--- config.mk ---
export PLATFORM = sky130hd
export DESIGN_NAME = tdmr_regs
export DESIGN_NICKNAME = d
export VERILOG_FILES = /design/src/tdmr_pkg.sv /design/src/tdmr_limit_cmp.sv /design/src/tdmr_regs.sv
export SDC_FILE = /design/constraint.sdc
export NUM_CORES = 2
export LEC_CHECK = 0
export ABC_AREA = 1
export BUFFER_PORTS_ARGS = -buffer_cell sky130_fd_sc_hd__buf_2
export CELL_PAD_IN_SITES_DETAIL_PLACEMENT = 0
export CELL_PAD_IN_SITES_GLOBAL_PLACEMENT = 2
export CORE_AREA = 3 3 345 347
export CTS_CLUSTER_DIAMETER = 30
export CTS_CLUSTER_SIZE = 30
export DETAILED_ROUTE_END_ITERATION = 8
export DIE_AREA = 0 0 348 350
export PLACE_DENSITY_LB_ADDON = 0.25
export SYNTH_ARGS = -nofsm -noshare
export SYNTH_HDL_FRONTEND = slang
export SYNTH_SLANG_ARGS = --single-unit
--- constraint.sdc ---
create_clock -name core_clk -period 77.1 [get_ports core_clk]
set_input_delay 7.71 -clock core_clk [delete_from_list [all_inputs] [get_ports core_clk]]
set_output_delay 7.71 -clock core_clk [all_outputs]
set_load 0.005 [all_outputs]
--- src/tdmr_pkg.sv ---
`default_nettype none
package tdmr_pkg;
    // byte indices within the diagnostic page; byte address on the bus is four times the index
    localparam logic [7:0] IDX_THRESH_FIRST = 8'h00;
    localparam logic [7:0] IDX_THRESH_LAST = 8'h27;
    localparam logic [7:0] IDX_CAL_FIRST = 8'h37;
    localparam logic [7:0] IDX_CAL_LAST = 8'h5e;
    localparam logic [7:0] IDX_CHECKSUM = 8'h5f;
    localparam logic [7:0] IDX_RT_FIRST = 8'h60;
    localparam logic [7:0] IDX_RT_LAST = 8'h69;
    localparam logic [7:0] IDX_STATUS = 8'h6e;
    localparam logic [7:0] IDX_ALARM_PRI = 8'h70;
    localparam logic [7:0] IDX_ALARM_RX = 8'h71;
    localparam logic [7:0] IDX_WARN_PRI = 8'h74;
    localparam logic [7:0] IDX_WARN_RX = 8'h75;
    localparam logic [7:0] IDX_LEGACY = 8'h7f;
    localparam logic [7:0] IDX_USER_FIRST = 8'h80;
    localparam logic [7:0] IDX_USER_LAST = 8'hf7;
    localparam int USER_BYTES = 120;
    localparam int THRESH_BYTES = 40;
    localparam int CAL_BYTES = 40;
    localparam int PAGE_ADDR_BITS = 10;
    // status/control bit positions
    localparam int ST_TXDIS_PIN = 7;
    localparam int ST_SOFT_TXOFF = 6;
    localparam int ST_RATE_SEL = 4;
    localparam int ST_TX_FAULT = 2;
    localparam int ST_SIG_ABSENT = 1;
    localparam int ST_DATA_NOT_READY = 0;
    // receive flag byte bit positions
    localparam int RX_HI_BIT = 7;
    localparam int RX_LO_BIT = 6;
    // measurement channels, in flag order from the top bit down
    localparam int NUM_CH = 5;
    localparam int CH_TEMP = 0;
    localparam int CH_VCC = 1;
    localparam int CH_BIAS = 2;
    localparam int CH_TXPWR = 3;
    localparam int CH_RXPWR = 4;
    localparam int READING_W = 16;
    // threshold layout: eight bytes per channel, msb first
    localparam int TH_BYTES_PER_CH = 8;
    localparam int TH_HI_ALARM = 0;
    localparam int TH_LO_ALARM = 2;
    localparam int TH_HI_WARN = 4;
    localparam int TH_LO_WARN = 6;
    // reading scales
    localparam int TEMP_STEPS_PER_DEGC = 256;
    localparam int VCC_UV_PER_COUNT = 100;
    localparam int BIAS_UA_PER_COUNT = 2;
    localparam int PWR_NW_PER_COUNT = 100;
    // reset values
    localparam logic SOFT_TXOFF_RST = 1'b0;
    localparam logic RT_VALID_RST = 1'b0;
    localparam logic RX_FULL_BW = 1'b1;
    localparam logic [7:0] BYTE_ZERO = 8'h00;
endpackage
`default_nettype wire

--- src/tdmr_limit_cmp.sv ---
`timescale 1ns/10ps
`default_nettype none
module tdmr_limit_cmp #(
    parameter bit IS_SIGNED = 1'b0,
    parameter logic [15:0] HI_ALARM = 16'h0000,
    parameter logic [15:0] LO_ALARM = 16'h0000,
    parameter logic [15:0] HI_WARN = 16'h0000,
    parameter logic [15:0] LO_WARN = 16'h0000
) (
    input wire logic core_clk, // system clock
    input wire logic rst, // async reset, active high
    input wire logic valid, // reading is a real measurement
    input wire logic [15:0] reading, // current reading
    output logic hiAlarm, // reading above high alarm limit
    output logic loAlarm, // reading below low alarm limit
    output logic hiWarn, // reading above high warning limit
    output logic loWarn // reading below low warning limit
);
    function automatic logic above(input logic [15:0] a, input logic [15:0] b);
        if (IS_SIGNED) begin
            above = $signed(a) > $signed(b);
        end else begin
            above = a > b;
        end
    endfunction

    // flags are live: they follow the reading and drop while no reading is valid
    always_ff @(posedge core_clk or posedge rst) begin
        if (rst) begin
            hiAlarm <= 1'b0;
            loAlarm <= 1'b0;
            hiWarn <= 1'b0;
            loWarn <= 1'b0;
        end else begin
            hiAlarm <= valid && above(reading, HI_ALARM);
            loAlarm <= valid && above(LO_ALARM, reading);
            hiWarn <= valid && above(reading, HI_WARN);
            loWarn <= valid && above(LO_WARN, reading);
        end
    end

    property p_low_alarm_follows;
        @(posedge core_clk) disable iff (rst)
        (valid && above(LO_ALARM, reading)) |=> loAlarm;
    endproperty
    a_low_alarm_follows: assert property (p_low_alarm_follows) else $error("low alarm missed");
endmodule // tdmr_limit_cmp
`default_nettype wire

--- src/tdmr_regs.sv ---
// Summary of operation
// temperature signed sixteen bits, 1/256 degree
// supply unsigned sixteen bits, 100 uV steps
// bias unsigned sixteen bits, 2 uA steps
// transmit power unsigned, 0.1 uW steps
// receive power unsigned, 0.1 uW steps
// byte 95 holds fixed factory checksum
// byte 127 write accepted, no effect
// bytes 128 to 247 user storage
// calibration range returns fixed defaults
// status shows transmitter-off pin level
// soft transmitter-off bit ORed with pin
// rate select reported, receiver stays full
// status mirrors transmit fault level
// status mirrors signal-absent level
// data-not-ready low once readings valid
// byte 112 alarm flags, temp first
// byte 113 receive power alarms
// byte 116 warning flags, same order
// byte 117 receive power warnings
// readings msb then lsb, bytes 96-105
// receive low warning at bit six
// high above limit, low below limit
//
// Implementation choice: register access over Wishbone.
`timescale 1ns/10ps
`default_nettype none
module tdmr_regs #(
    parameter int ADDR_W = 10,
    parameter logic [319:0] THRESH_INIT = 320'h0,
    parameter logic [319:0] CAL_INIT = 320'h0
) (
    input wire logic core_clk, // system clock, 125 MHz
    input wire logic rst, // async reset, active high
    input wire logic wb_cyc_i, // bus cycle
    input wire logic wb_stb_i, // strobe
    input wire logic wb_we_i, // write enable
    input wire logic [ADDR_W-1:0] wb_adr_i, // byte address
    input wire logic [3:0] wb_sel_i, // byte lanes
    input wire logic [31:0] wb_dat_i, // write data
    output logic [31:0] wb_dat_o, // read data
    output logic wb_ack_o, // acknowledge
    input wire logic measValid, // readings valid this cycle
    input wire logic [15:0] tempReading, // temperature
    input wire logic [15:0] vccReading, // supply voltage
    input wire logic [15:0] biasReading, // laser bias
    input wire logic [15:0] txPwrReading, // transmit power
    input wire logic [15:0] rxPwrReading, // receive power
    input wire logic txDisablePin, // transmitter-off pin
    input wire logic rateSelectPin, // rate select pin
    input wire logic txFaultPin, // transmit fault output level
    input wire logic signalAbsentOut, // receive signal-absent output level
    output logic txOff, // transmitter shut off
    output logic rxFullBw // receiver bandwidth, fixed full
);
    // refuse a bus narrower than the page
    if (ADDR_W < tdmr_pkg::PAGE_ADDR_BITS) begin : g_addr_check
        $error("ADDR_W too small for the page");
    end

    function automatic logic inRange(input logic [7:0] i, input logic [7:0] lo, input logic [7:0] hi);
        inRange = (i >= lo) && (i <= hi);
    endfunction

    function automatic logic [15:0] thWord(input int ch, input int off);
        int b;
        b = ch * tdmr_pkg::TH_BYTES_PER_CH + off;
        thWord = {THRESH_INIT[8*b +: 8], THRESH_INIT[8*(b+1) +: 8]};
    endfunction

    // factory checksum, fixed at elaboration and never recomputed
    function automatic logic [7:0] pageSum();
        logic [7:0] s;
        s = 8'h00;
        for (int i = 0; i < tdmr_pkg::THRESH_BYTES; i++) begin
            s = 8'(s + THRESH_INIT[8*i +: 8]);
        end
        for (int i = 0; i < tdmr_pkg::CAL_BYTES; i++) begin
            s = 8'(s + CAL_INIT[8*i +: 8]);
        end
        return s;
    endfunction

    localparam logic [7:0] CHECKSUM = pageSum();

    logic [7:0] idx;
    logic mapped;
    logic request;
    logic writeReq;
    logic [7:0] next_rdByte;
    logic softTxOff;
    logic rtValid;
    logic [15:0] rtWord [tdmr_pkg::NUM_CH];
    logic [15:0] measIn [tdmr_pkg::NUM_CH];
    logic [7:0] userMem [tdmr_pkg::USER_BYTES];
    logic [tdmr_pkg::NUM_CH-1:0] hiAlarm;
    logic [tdmr_pkg::NUM_CH-1:0] loAlarm;
    logic [tdmr_pkg::NUM_CH-1:0] hiWarn;
    logic [tdmr_pkg::NUM_CH-1:0] loWarn;
    logic [7:0] alarmPri;
    logic [7:0] alarmRx;
    logic [7:0] warnPri;
    logic [7:0] warnRx;
    logic [7:0] statusByte;
    logic [6:0] userIdx;
    logic [3:0] rtIdx;
    logic [5:0] calIdx;
    logic [5:0] thIdx;

    assign idx = wb_adr_i[tdmr_pkg::PAGE_ADDR_BITS-1:2];
    assign mapped = (wb_adr_i >> tdmr_pkg::PAGE_ADDR_BITS) == '0;
    assign request = wb_cyc_i && wb_stb_i && !wb_ack_o;
    assign writeReq = request && wb_we_i && wb_sel_i[0] && mapped;
    assign userIdx = 7'(idx - tdmr_pkg::IDX_USER_FIRST);
    assign rtIdx = 4'(idx - tdmr_pkg::IDX_RT_FIRST);
    assign calIdx = 6'(idx - tdmr_pkg::IDX_CAL_FIRST);
    assign thIdx = idx[5:0];

    assign measIn[tdmr_pkg::CH_TEMP] = tempReading;
    assign measIn[tdmr_pkg::CH_VCC] = vccReading;
    assign measIn[tdmr_pkg::CH_BIAS] = biasReading;
    assign measIn[tdmr_pkg::CH_TXPWR] = txPwrReading;
    assign measIn[tdmr_pkg::CH_RXPWR] = rxPwrReading;

    // readings are captured while valid and held otherwise
    always_ff @(posedge core_clk or posedge rst) begin
        if (rst) begin
            rtValid <= tdmr_pkg::RT_VALID_RST;
            for (int c = 0; c < tdmr_pkg::NUM_CH; c++) begin
                rtWord[c] <= 16'h0000;
            end
        end else begin
            rtValid <= measValid;
            if (measValid) begin
                for (int c = 0; c < tdmr_pkg::NUM_CH; c++) begin
                    rtWord[c] <= measIn[c];
                end
            end
        end
    end

    genvar ch;
    generate
        for (ch = 0; ch < tdmr_pkg::NUM_CH; ch++) begin : g_cmp
            tdmr_limit_cmp #(
                .IS_SIGNED(ch == tdmr_pkg::CH_TEMP),
                .HI_ALARM(thWord(ch, tdmr_pkg::TH_HI_ALARM)),
                .LO_ALARM(thWord(ch, tdmr_pkg::TH_LO_ALARM)),
                .HI_WARN(thWord(ch, tdmr_pkg::TH_HI_WARN)),
                .LO_WARN(thWord(ch, tdmr_pkg::TH_LO_WARN))
            ) u_cmp (
                .core_clk(core_clk),
                .rst(rst),
                .valid(rtValid),
                .reading(rtWord[ch]),
                .hiAlarm(hiAlarm[ch]),
                .loAlarm(loAlarm[ch]),
                .hiWarn(hiWarn[ch]),
                .loWarn(loWarn[ch])
            );
        end
        for (ch = 0; ch < tdmr_pkg::CH_RXPWR; ch++) begin : g_flags
            assign alarmPri[7-2*ch] = hiAlarm[ch];
            assign alarmPri[6-2*ch] = loAlarm[ch];
            assign warnPri[7-2*ch] = hiWarn[ch];
            assign warnPri[6-2*ch] = loWarn[ch];
        end
    endgenerate

    assign alarmRx = {hiAlarm[tdmr_pkg::CH_RXPWR], loAlarm[tdmr_pkg::CH_RXPWR], 6'h00};
    assign warnRx = {hiWarn[tdmr_pkg::CH_RXPWR], loWarn[tdmr_pkg::CH_RXPWR], 6'h00};

    always_comb begin
        statusByte = tdmr_pkg::BYTE_ZERO;
        statusByte[tdmr_pkg::ST_TXDIS_PIN] = txDisablePin;
        statusByte[tdmr_pkg::ST_SOFT_TXOFF] = softTxOff;
        statusByte[tdmr_pkg::ST_RATE_SEL] = rateSelectPin;
        statusByte[tdmr_pkg::ST_TX_FAULT] = txFaultPin;
        statusByte[tdmr_pkg::ST_SIG_ABSENT] = signalAbsentOut;
        statusByte[tdmr_pkg::ST_DATA_NOT_READY] = !rtValid;
    end

    // read decode; reserved, vendor and unmapped bytes read zero
    always_comb begin
        next_rdByte = tdmr_pkg::BYTE_ZERO;
        if (!mapped) begin
            next_rdByte = tdmr_pkg::BYTE_ZERO;
        end else if (inRange(idx, tdmr_pkg::IDX_THRESH_FIRST, tdmr_pkg::IDX_THRESH_LAST)) begin
            next_rdByte = THRESH_INIT[8*thIdx +: 8];
        end else if (inRange(idx, tdmr_pkg::IDX_CAL_FIRST, tdmr_pkg::IDX_CAL_LAST)) begin
            next_rdByte = CAL_INIT[8*calIdx +: 8];
        end else if (idx == tdmr_pkg::IDX_CHECKSUM) begin
            next_rdByte = CHECKSUM;
        end else if (inRange(idx, tdmr_pkg::IDX_RT_FIRST, tdmr_pkg::IDX_RT_LAST)) begin
            next_rdByte = rtIdx[0] ? rtWord[rtIdx[3:1]][7:0] : rtWord[rtIdx[3:1]][15:8];
        end else if (inRange(idx, tdmr_pkg::IDX_USER_FIRST, tdmr_pkg::IDX_USER_LAST)) begin
            next_rdByte = userMem[userIdx];
        end else begin
            case (idx)
                tdmr_pkg::IDX_STATUS: next_rdByte = statusByte;
                tdmr_pkg::IDX_ALARM_PRI: next_rdByte = alarmPri;
                tdmr_pkg::IDX_ALARM_RX: next_rdByte = alarmRx;
                tdmr_pkg::IDX_WARN_PRI: next_rdByte = warnPri;
                tdmr_pkg::IDX_WARN_RX: next_rdByte = warnRx;
                tdmr_pkg::IDX_LEGACY: next_rdByte = tdmr_pkg::BYTE_ZERO;
                default: next_rdByte = tdmr_pkg::BYTE_ZERO;
            endcase
        end
    end

    // every access is acknowledged one cycle after the strobe, mapped or not
    always_ff @(posedge core_clk or posedge rst) begin
        if (rst) begin
            wb_ack_o <= 1'b0;
            wb_dat_o <= 32'h0000_0000;
        end else begin
            wb_ack_o <= request;
            if (request) begin
                wb_dat_o <= {24'h00_0000, next_rdByte};
            end
        end
    end

    always_ff @(posedge core_clk or posedge rst) begin
        if (rst) begin
            softTxOff <= tdmr_pkg::SOFT_TXOFF_RST;
        end else if (writeReq && idx == tdmr_pkg::IDX_STATUS) begin
            softTxOff <= wb_dat_i[tdmr_pkg::ST_SOFT_TXOFF];
        end
    end

    // the legacy byte and all read-only bytes simply drop the write
    always_ff @(posedge core_clk or posedge rst) begin
        if (rst) begin
            for (int i = 0; i < tdmr_pkg::USER_BYTES; i++) begin
                userMem[i] <= tdmr_pkg::BYTE_ZERO;
            end
        end else if (writeReq && inRange(idx, tdmr_pkg::IDX_USER_FIRST, tdmr_pkg::IDX_USER_LAST)) begin
            userMem[userIdx] <= wb_dat_i[7:0];
        end
    end

    always_ff @(posedge core_clk or posedge rst) begin
        if (rst) begin
            txOff <= 1'b0;
            rxFullBw <= tdmr_pkg::RX_FULL_BW;
        end else begin
            txOff <= txDisablePin || softTxOff;
            rxFullBw <= tdmr_pkg::RX_FULL_BW;
        end
    end

    logic readReq;
    assign readReq = request && !wb_we_i && mapped;

    property p_ack_once;
        @(posedge core_clk) disable iff (rst)
        request |=> wb_ack_o ##1 !wb_ack_o;
    endproperty
    a_ack_once: assert property (p_ack_once) else $error("ack not a single cycle after request");

    property p_soft_off;
        @(posedge core_clk) disable iff (rst)
        (writeReq && idx == tdmr_pkg::IDX_STATUS && wb_dat_i[tdmr_pkg::ST_SOFT_TXOFF]) |=> ##1 txOff;
    endproperty
    a_soft_off: assert property (p_soft_off) else $error("soft off did not shut transmitter");

    property p_pin_off;
        @(posedge core_clk) disable iff (rst)
        txDisablePin |=> txOff;
    endproperty
    a_pin_off: assert property (p_pin_off) else $error("pin did not shut transmitter");

    property p_status_pins;
        @(posedge core_clk) disable iff (rst)
        (readReq && idx == tdmr_pkg::IDX_STATUS) |=>
            (wb_dat_o[tdmr_pkg::ST_TXDIS_PIN] == $past(txDisablePin))
            && (wb_dat_o[tdmr_pkg::ST_TX_FAULT] == $past(txFaultPin))
            && (wb_dat_o[tdmr_pkg::ST_SIG_ABSENT] == $past(signalAbsentOut))
            && (wb_dat_o[tdmr_pkg::ST_RATE_SEL] == $past(rateSelectPin));
    endproperty
    a_status_pins: assert property (p_status_pins) else $error("status byte does not mirror pins");

    property p_not_ready;
        @(posedge core_clk) disable iff (rst)
        (readReq && idx == tdmr_pkg::IDX_STATUS) |=>
            wb_dat_o[tdmr_pkg::ST_DATA_NOT_READY] == !$past(measValid, 2);
    endproperty
    a_not_ready: assert property (p_not_ready) else $error("data-not-ready bit wrong");

    property p_checksum;
        @(posedge core_clk) disable iff (rst)
        (readReq && idx == tdmr_pkg::IDX_CHECKSUM) |=> wb_dat_o == {24'h00_0000, CHECKSUM};
    endproperty
    a_checksum: assert property (p_checksum) else $error("checksum byte changed");

    property p_legacy;
        @(posedge core_clk) disable iff (rst)
        (readReq && idx == tdmr_pkg::IDX_LEGACY) |=> wb_dat_o == 32'h0000_0000;
    endproperty
    a_legacy: assert property (p_legacy) else $error("legacy byte not zero");

    property p_user_keep;
        @(posedge core_clk) disable iff (rst)
        (writeReq && inRange(idx, tdmr_pkg::IDX_USER_FIRST, tdmr_pkg::IDX_USER_LAST))
            |=> userMem[$past(userIdx)] == $past(wb_dat_i[7:0]);
    endproperty
    a_user_keep: assert property (p_user_keep) else $error("user byte not stored");

    property p_temp_msb;
        @(posedge core_clk) disable iff (rst)
        (readReq && idx == tdmr_pkg::IDX_RT_FIRST) |=> wb_dat_o[7:0] == $past(rtWord[tdmr_pkg::CH_TEMP][15:8]);
    endproperty
    a_temp_msb: assert property (p_temp_msb) else $error("temperature msb misplaced");

    property p_temp_high;
        @(posedge core_clk) disable iff (rst)
        (rtValid && $signed(rtWord[tdmr_pkg::CH_TEMP]) > $signed(thWord(tdmr_pkg::CH_TEMP, tdmr_pkg::TH_HI_ALARM)))
            |=> alarmPri[7];
    endproperty
    a_temp_high: assert property (p_temp_high) else $error("temperature high alarm missed");

    property p_rx_low_warn;
        @(posedge core_clk) disable iff (rst)
        (rtValid && rtWord[tdmr_pkg::CH_RXPWR] < thWord(tdmr_pkg::CH_RXPWR, tdmr_pkg::TH_LO_WARN))
            |=> warnRx[tdmr_pkg::RX_LO_BIT];
    endproperty
    a_rx_low_warn: assert property (p_rx_low_warn) else $error("receive low warning missed");

    property p_full_bw;
        @(posedge core_clk) disable iff (rst)
        $changed(rateSelectPin) |=> ##1 rxFullBw;
    endproperty
    a_full_bw: assert property (p_full_bw) else $error("receiver left full bandwidth");

    property p_cov_user_write;
        @(posedge core_clk) disable iff (rst)
        writeReq && inRange(idx, tdmr_pkg::IDX_USER_FIRST, tdmr_pkg::IDX_USER_LAST);
    endproperty
    c_user_write: cover property (p_cov_user_write);

    property p_cov_status_read;
        @(posedge core_clk) disable iff (rst)
        readReq && idx == tdmr_pkg::IDX_STATUS && rtValid;
    endproperty
    c_status_read: cover property (p_cov_status_read);

    property p_cov_alarm;
        @(posedge core_clk) disable iff (rst)
        $rose(alarmPri[7]);
    endproperty
    c_alarm: cover property (p_cov_alarm);

    property p_cov_soft_off;
        @(posedge core_clk) disable iff (rst)
        $rose(softTxOff) && !txDisablePin ##1 txOff;
    endproperty
    c_soft_off: cover property (p_cov_soft_off);
endmodule // tdmr_regs
`default_nettype wire

==> reports/results.tsv <==
stage	metric	value	unit
outcome	status	finished, final reports clean	
timing	setup ws final	65.27	ns
setup_path	Worst Setup End Kind	flop	
synthesis	post-synthesis sequential area ratio	55.7	%
layout	most common cell after layout, fill and taps aside	nand2_1	
power	Lkg Pwr	26.6	nW
setup_path	Max Fanout on Critical Path	102	
setup_path	worst r2r src	wb_ack_o$_DFF_PP0_	
clocking	worst skew pair latency	0.81	ns
timing	unrepaired setup endpoints after global routing	no	
global_routing	vias in the first global route	38000	
floorplan	Starting Density	40.9	%
synthesis	largest family of logic cells by synthesized area	simple AND/OR/NAND/NOR gates	
layout	final core occ	49.2	%
synthesis	post-synthesis async set-or-reset flop share	100	%
layout	area occupied by multi-input gates	0.0188	mm2
floorplan	Core Area	0.116	mm2
detailed_routing	routed length per instance	21.2	um
global_routing	GR Overflow Total	0	
layout	layout cells sized above 1	12.7	%
setup_path	R2R depth	8	
layout	nets	5776	
detailed_routing	Starting DRT DRC Count	3363	
power	Int Pwr	1.31	mW
placed_design	Setup WS pre-CTS	64.43	ns
floorplan	Die Area	0.122	mm2
setup_path	crit path launch type	input pin	
floorplan	Ports	171	
timing	Total Neg Setup Slack	0	ns
timing	Slew @ Worst Pin	1.20	ns
detailed_routing	Vias	39300	
setup_path	Largest delay share family, worst path	buffers and inverters	
layout	Layout Cells excl Fill	7376	
placed_design	Placed Cells	6925	
synthesis	Post-synth EDFFs	0	
clocking	maximum clock path buffer count	3	
clocking	H-Tree Depth	4	
min_path	Min-Delay Path Class	reg2reg	
layout	commonest cells after routing, fill and taps aside	2,242 x nand2_1, 1,058 x dfrtp_1, 909 x o21ai_0, 247 x clkbuf_16, 173 x nor2_1	
detailed_routing	DRC errors left	0	
timing	Min Hold Slack	0.459	ns
timing	Finish-stage setup viols	0	
placed_design	DP HPWL	90300	um
clocking	Post-CTS Resized	0	
floorplan	Die Wd	348	um
timing	Achievable Freq	84.5	MHz
layout	fill count	11500	
clocking	TritonCTS clock tree	done	
setup_path	critical path's most frequent cell	nand2_1	
power	Sw Ratio	22.7	%
timing	Max Slew Vio Count	0	
setup_path	flop2flop setup slack	73.01	ns
clocking	CTS Root Cell	clkbuf_16	
power	clock power share	62.0	%
setup_path	critical path class	in2reg	
clocking	CTS buffer count	237	
timing	worst-case clock skew	0.0157	ns
power	Switch Pwr	0.386	mW
global_routing	initial antenna violation count	7	
timing	Final Critical Period	11.83	ns
global_routing	all-layer global routing usage	25.6	%
timing	Final Hold Vio Count	0	
power	VDD IR max	0.0209	mV
synthesis	synthesized area per cell	8.41	um2
floorplan	die height	350	um
setup_path	CP Data Arrival Time	12.57	ns
placed_design	Port Buf Inserts	116	
clocking	clk slew on worst S/H paths	0.05	ns
job	MaxCap Viol Count	0	
detailed_routing	Via density	5.33	
global_routing	largest net degree at the start of global routing	141	
detailed_routing	DRT Pass-1 Iters	7	
timing	Slew headroom	19.7	%
setup_path	WP buf/inv	5	
synthesis	Mapped Cells	5645	
synthesis	Primary FF master, synth	dfrtp_1	
synthesis	Synth Area in Compound Gates	14.1	%
min_path	hold_sp	rtValid$_DFF_PP0_	
detailed_routing	Total Wirelength	156000	um
setup_path	slowest stage delay, CP	0.74	ns
layout	Reg area	0.0265	mm2
timing	Tcrit/Tclk final	15.3	%
power	register share of total power	33.6	%
synthesis	Post-Synth Adder-Cell Area	0	%
floorplan	row cnt	125	
placed_design	Post-DP Area	0.0487	mm2
global_routing	first-pass GRT wire length	239000	um
power	overall power	1.70	mW
clocking	cts hold-fix bufs	0	
power	power per cell area	29.7	mW/mm2
placed_design	routability cong.	0.831	
synthesis	Post-Synth XOR/XNOR Area	0	%
setup_path	Critical-path top delay cell	inv_8	
synthesis	Post-Syn Area	0.0475	mm2
synthesis	simple-gate portion of the synthesized area	24.4	%
setup_path	Critical Path RT	77.84	ns
layout	area grow syn2layout	20.5	%
min_path	Hold Path Depth	2	
setup_path	crit path cell chain	buf_2 > inv_2 > nand2_4 > inv_8 > buf_4 > buf_4 > nand2_1 > nand4_1 > nand2_1 > nand2_1 > o21ai_0 > nand2_1 > nor2_1 > nor2_1 > nand2_1 > nand2_1 > nand2_1 > nand2_1	
synthesis	Syn. warnings	0	
detailed_routing	remaining antenna violation count after routing	0	
setup_path	FF-to-FF End	userMem[830]$_DFFE_PP0P_	
clocking	post-CTS setup repair buffer count	0	
clocking	total clock sinks	1058	
layout	cell area after layout	0.0572	mm2
synthesis	synth unique cells	37	
power	combinational power share	4.4	%
synthesis	synthesis-stage register bit count	1058	
min_path	Worst Hold End	g_cmp[0].u_cmp.loAlarm$_DFF_PP0_	
synthesis	post-synthesis mux area share	0.830	%
routing by layer:
layer / global-route usage, % / part of all wire (%) / vias to the layer above
li1: - / - / 18700
met4: 8.40 / 2.6 / 0
met3: 4.67 / 5.5 / 247
met5: 0 / 0 / -
met2: 40.4 / 46 / 1027
met1: 35.9 / 46 / 19300
cells by family (layout without fill, tap and decap cells):
| group | after synthesis | after routing |
|---|---|---|
| simple gates | 2746 | 2746 |
| compound gates | 1247 | 1247 |
| flops | 1058 | 1058 |
| buf+inv | 557 | 736 |
| mux | 35 | 35 |
| other cells | 2 | 30 |
registers in the layout, summed over array words and instances, names as in the netlist:
signal / flops
g_cmp.u_cmp.hiAlarm: 4
g_cmp.u_cmp.hiWarn: 1
g_cmp.u_cmp.loAlarm: 1
rtValid: 1
rtWord: 80
softTxOff: 1
txOff: 1
userMem: 960
wb_ack_o: 1
wb_dat_o: 8
synthesized netlist by cell type (9+ instances only):
cell type	n	area, um2
nand3_2	9	90.1
nor4_1	19	119
mux2_2	35	394
buf_1	15	56.3
o21ai_1	135	676
clkbuf_1	300	1130
inv_2	11	41.3
nand4_2	74	926
o21ai_0	909	4550
a22oi_1	131	983
inv_1	111	417
nor2_2	12	75.1
nor2_1	178	668
buf_2	79	395
a21oi_1	36	180
o221ai_1	14	123
dfrtp_1	1058	26500
buf_4	39	293
nand2_1	2243	8420
nand4_1	171	1070
nand3_1	27	135
power groups by stage:
stage / Sequential [mW] / Clock [mW] / Combinational (mW)
after floorplan: 0.578 / 0 / 0.0451
after global placement: 0.579 / 0 / 0.0753
after detailed placement: 0.579 / 0 / 0.0755
after CTS: 0.571 / 1.07 / 0.0756
after global routing: 0.571 / 1.10 / 0.0817
final: 0.571 / 1.05 / 0.0743
worst min-delay path, stage by stage, from the launching register on:
cell and delay (ns):
dfrtp_1 0.33, nand2_1 0.05, inv_1 0.05
area by class of cell:
class                   count  area share [%]
flip-flops and latches   1058            46.3
multi-input cells        4053            32.9
clock buffers             330            12.2
well taps                1524            3.33
clock inverters           116            2.67
repair buffers            166            1.74
inverters                 124           0.892
diodes                      5          0.0219
how the worst max path moves through the flow:
stage	from	to	slack, ns	depth (start not counted)
finish	wb_adr_i[3]	wb_dat_o[4]$_DFFE_PP0P_	65.27	18
floorplan	rst	g_cmp[0].u_cmp.hiWarn$_DFF_PP0_	39.61	1
CTS	wb_adr_i[3]	wb_dat_o[2]$_DFFE_PP0P_	65.29	18
global placement	wb_adr_i[2]	wb_dat_o[4]$_DFFE_PP0P_	64.43	18
detailed placement	wb_adr_i[2]	wb_dat_o[2]$_DFFE_PP0P_	64.43	18
global route	wb_adr_i[2]	wb_dat_o[4]$_DFFE_PP0P_	65.07	18
(Power assumes the default switching activity.)
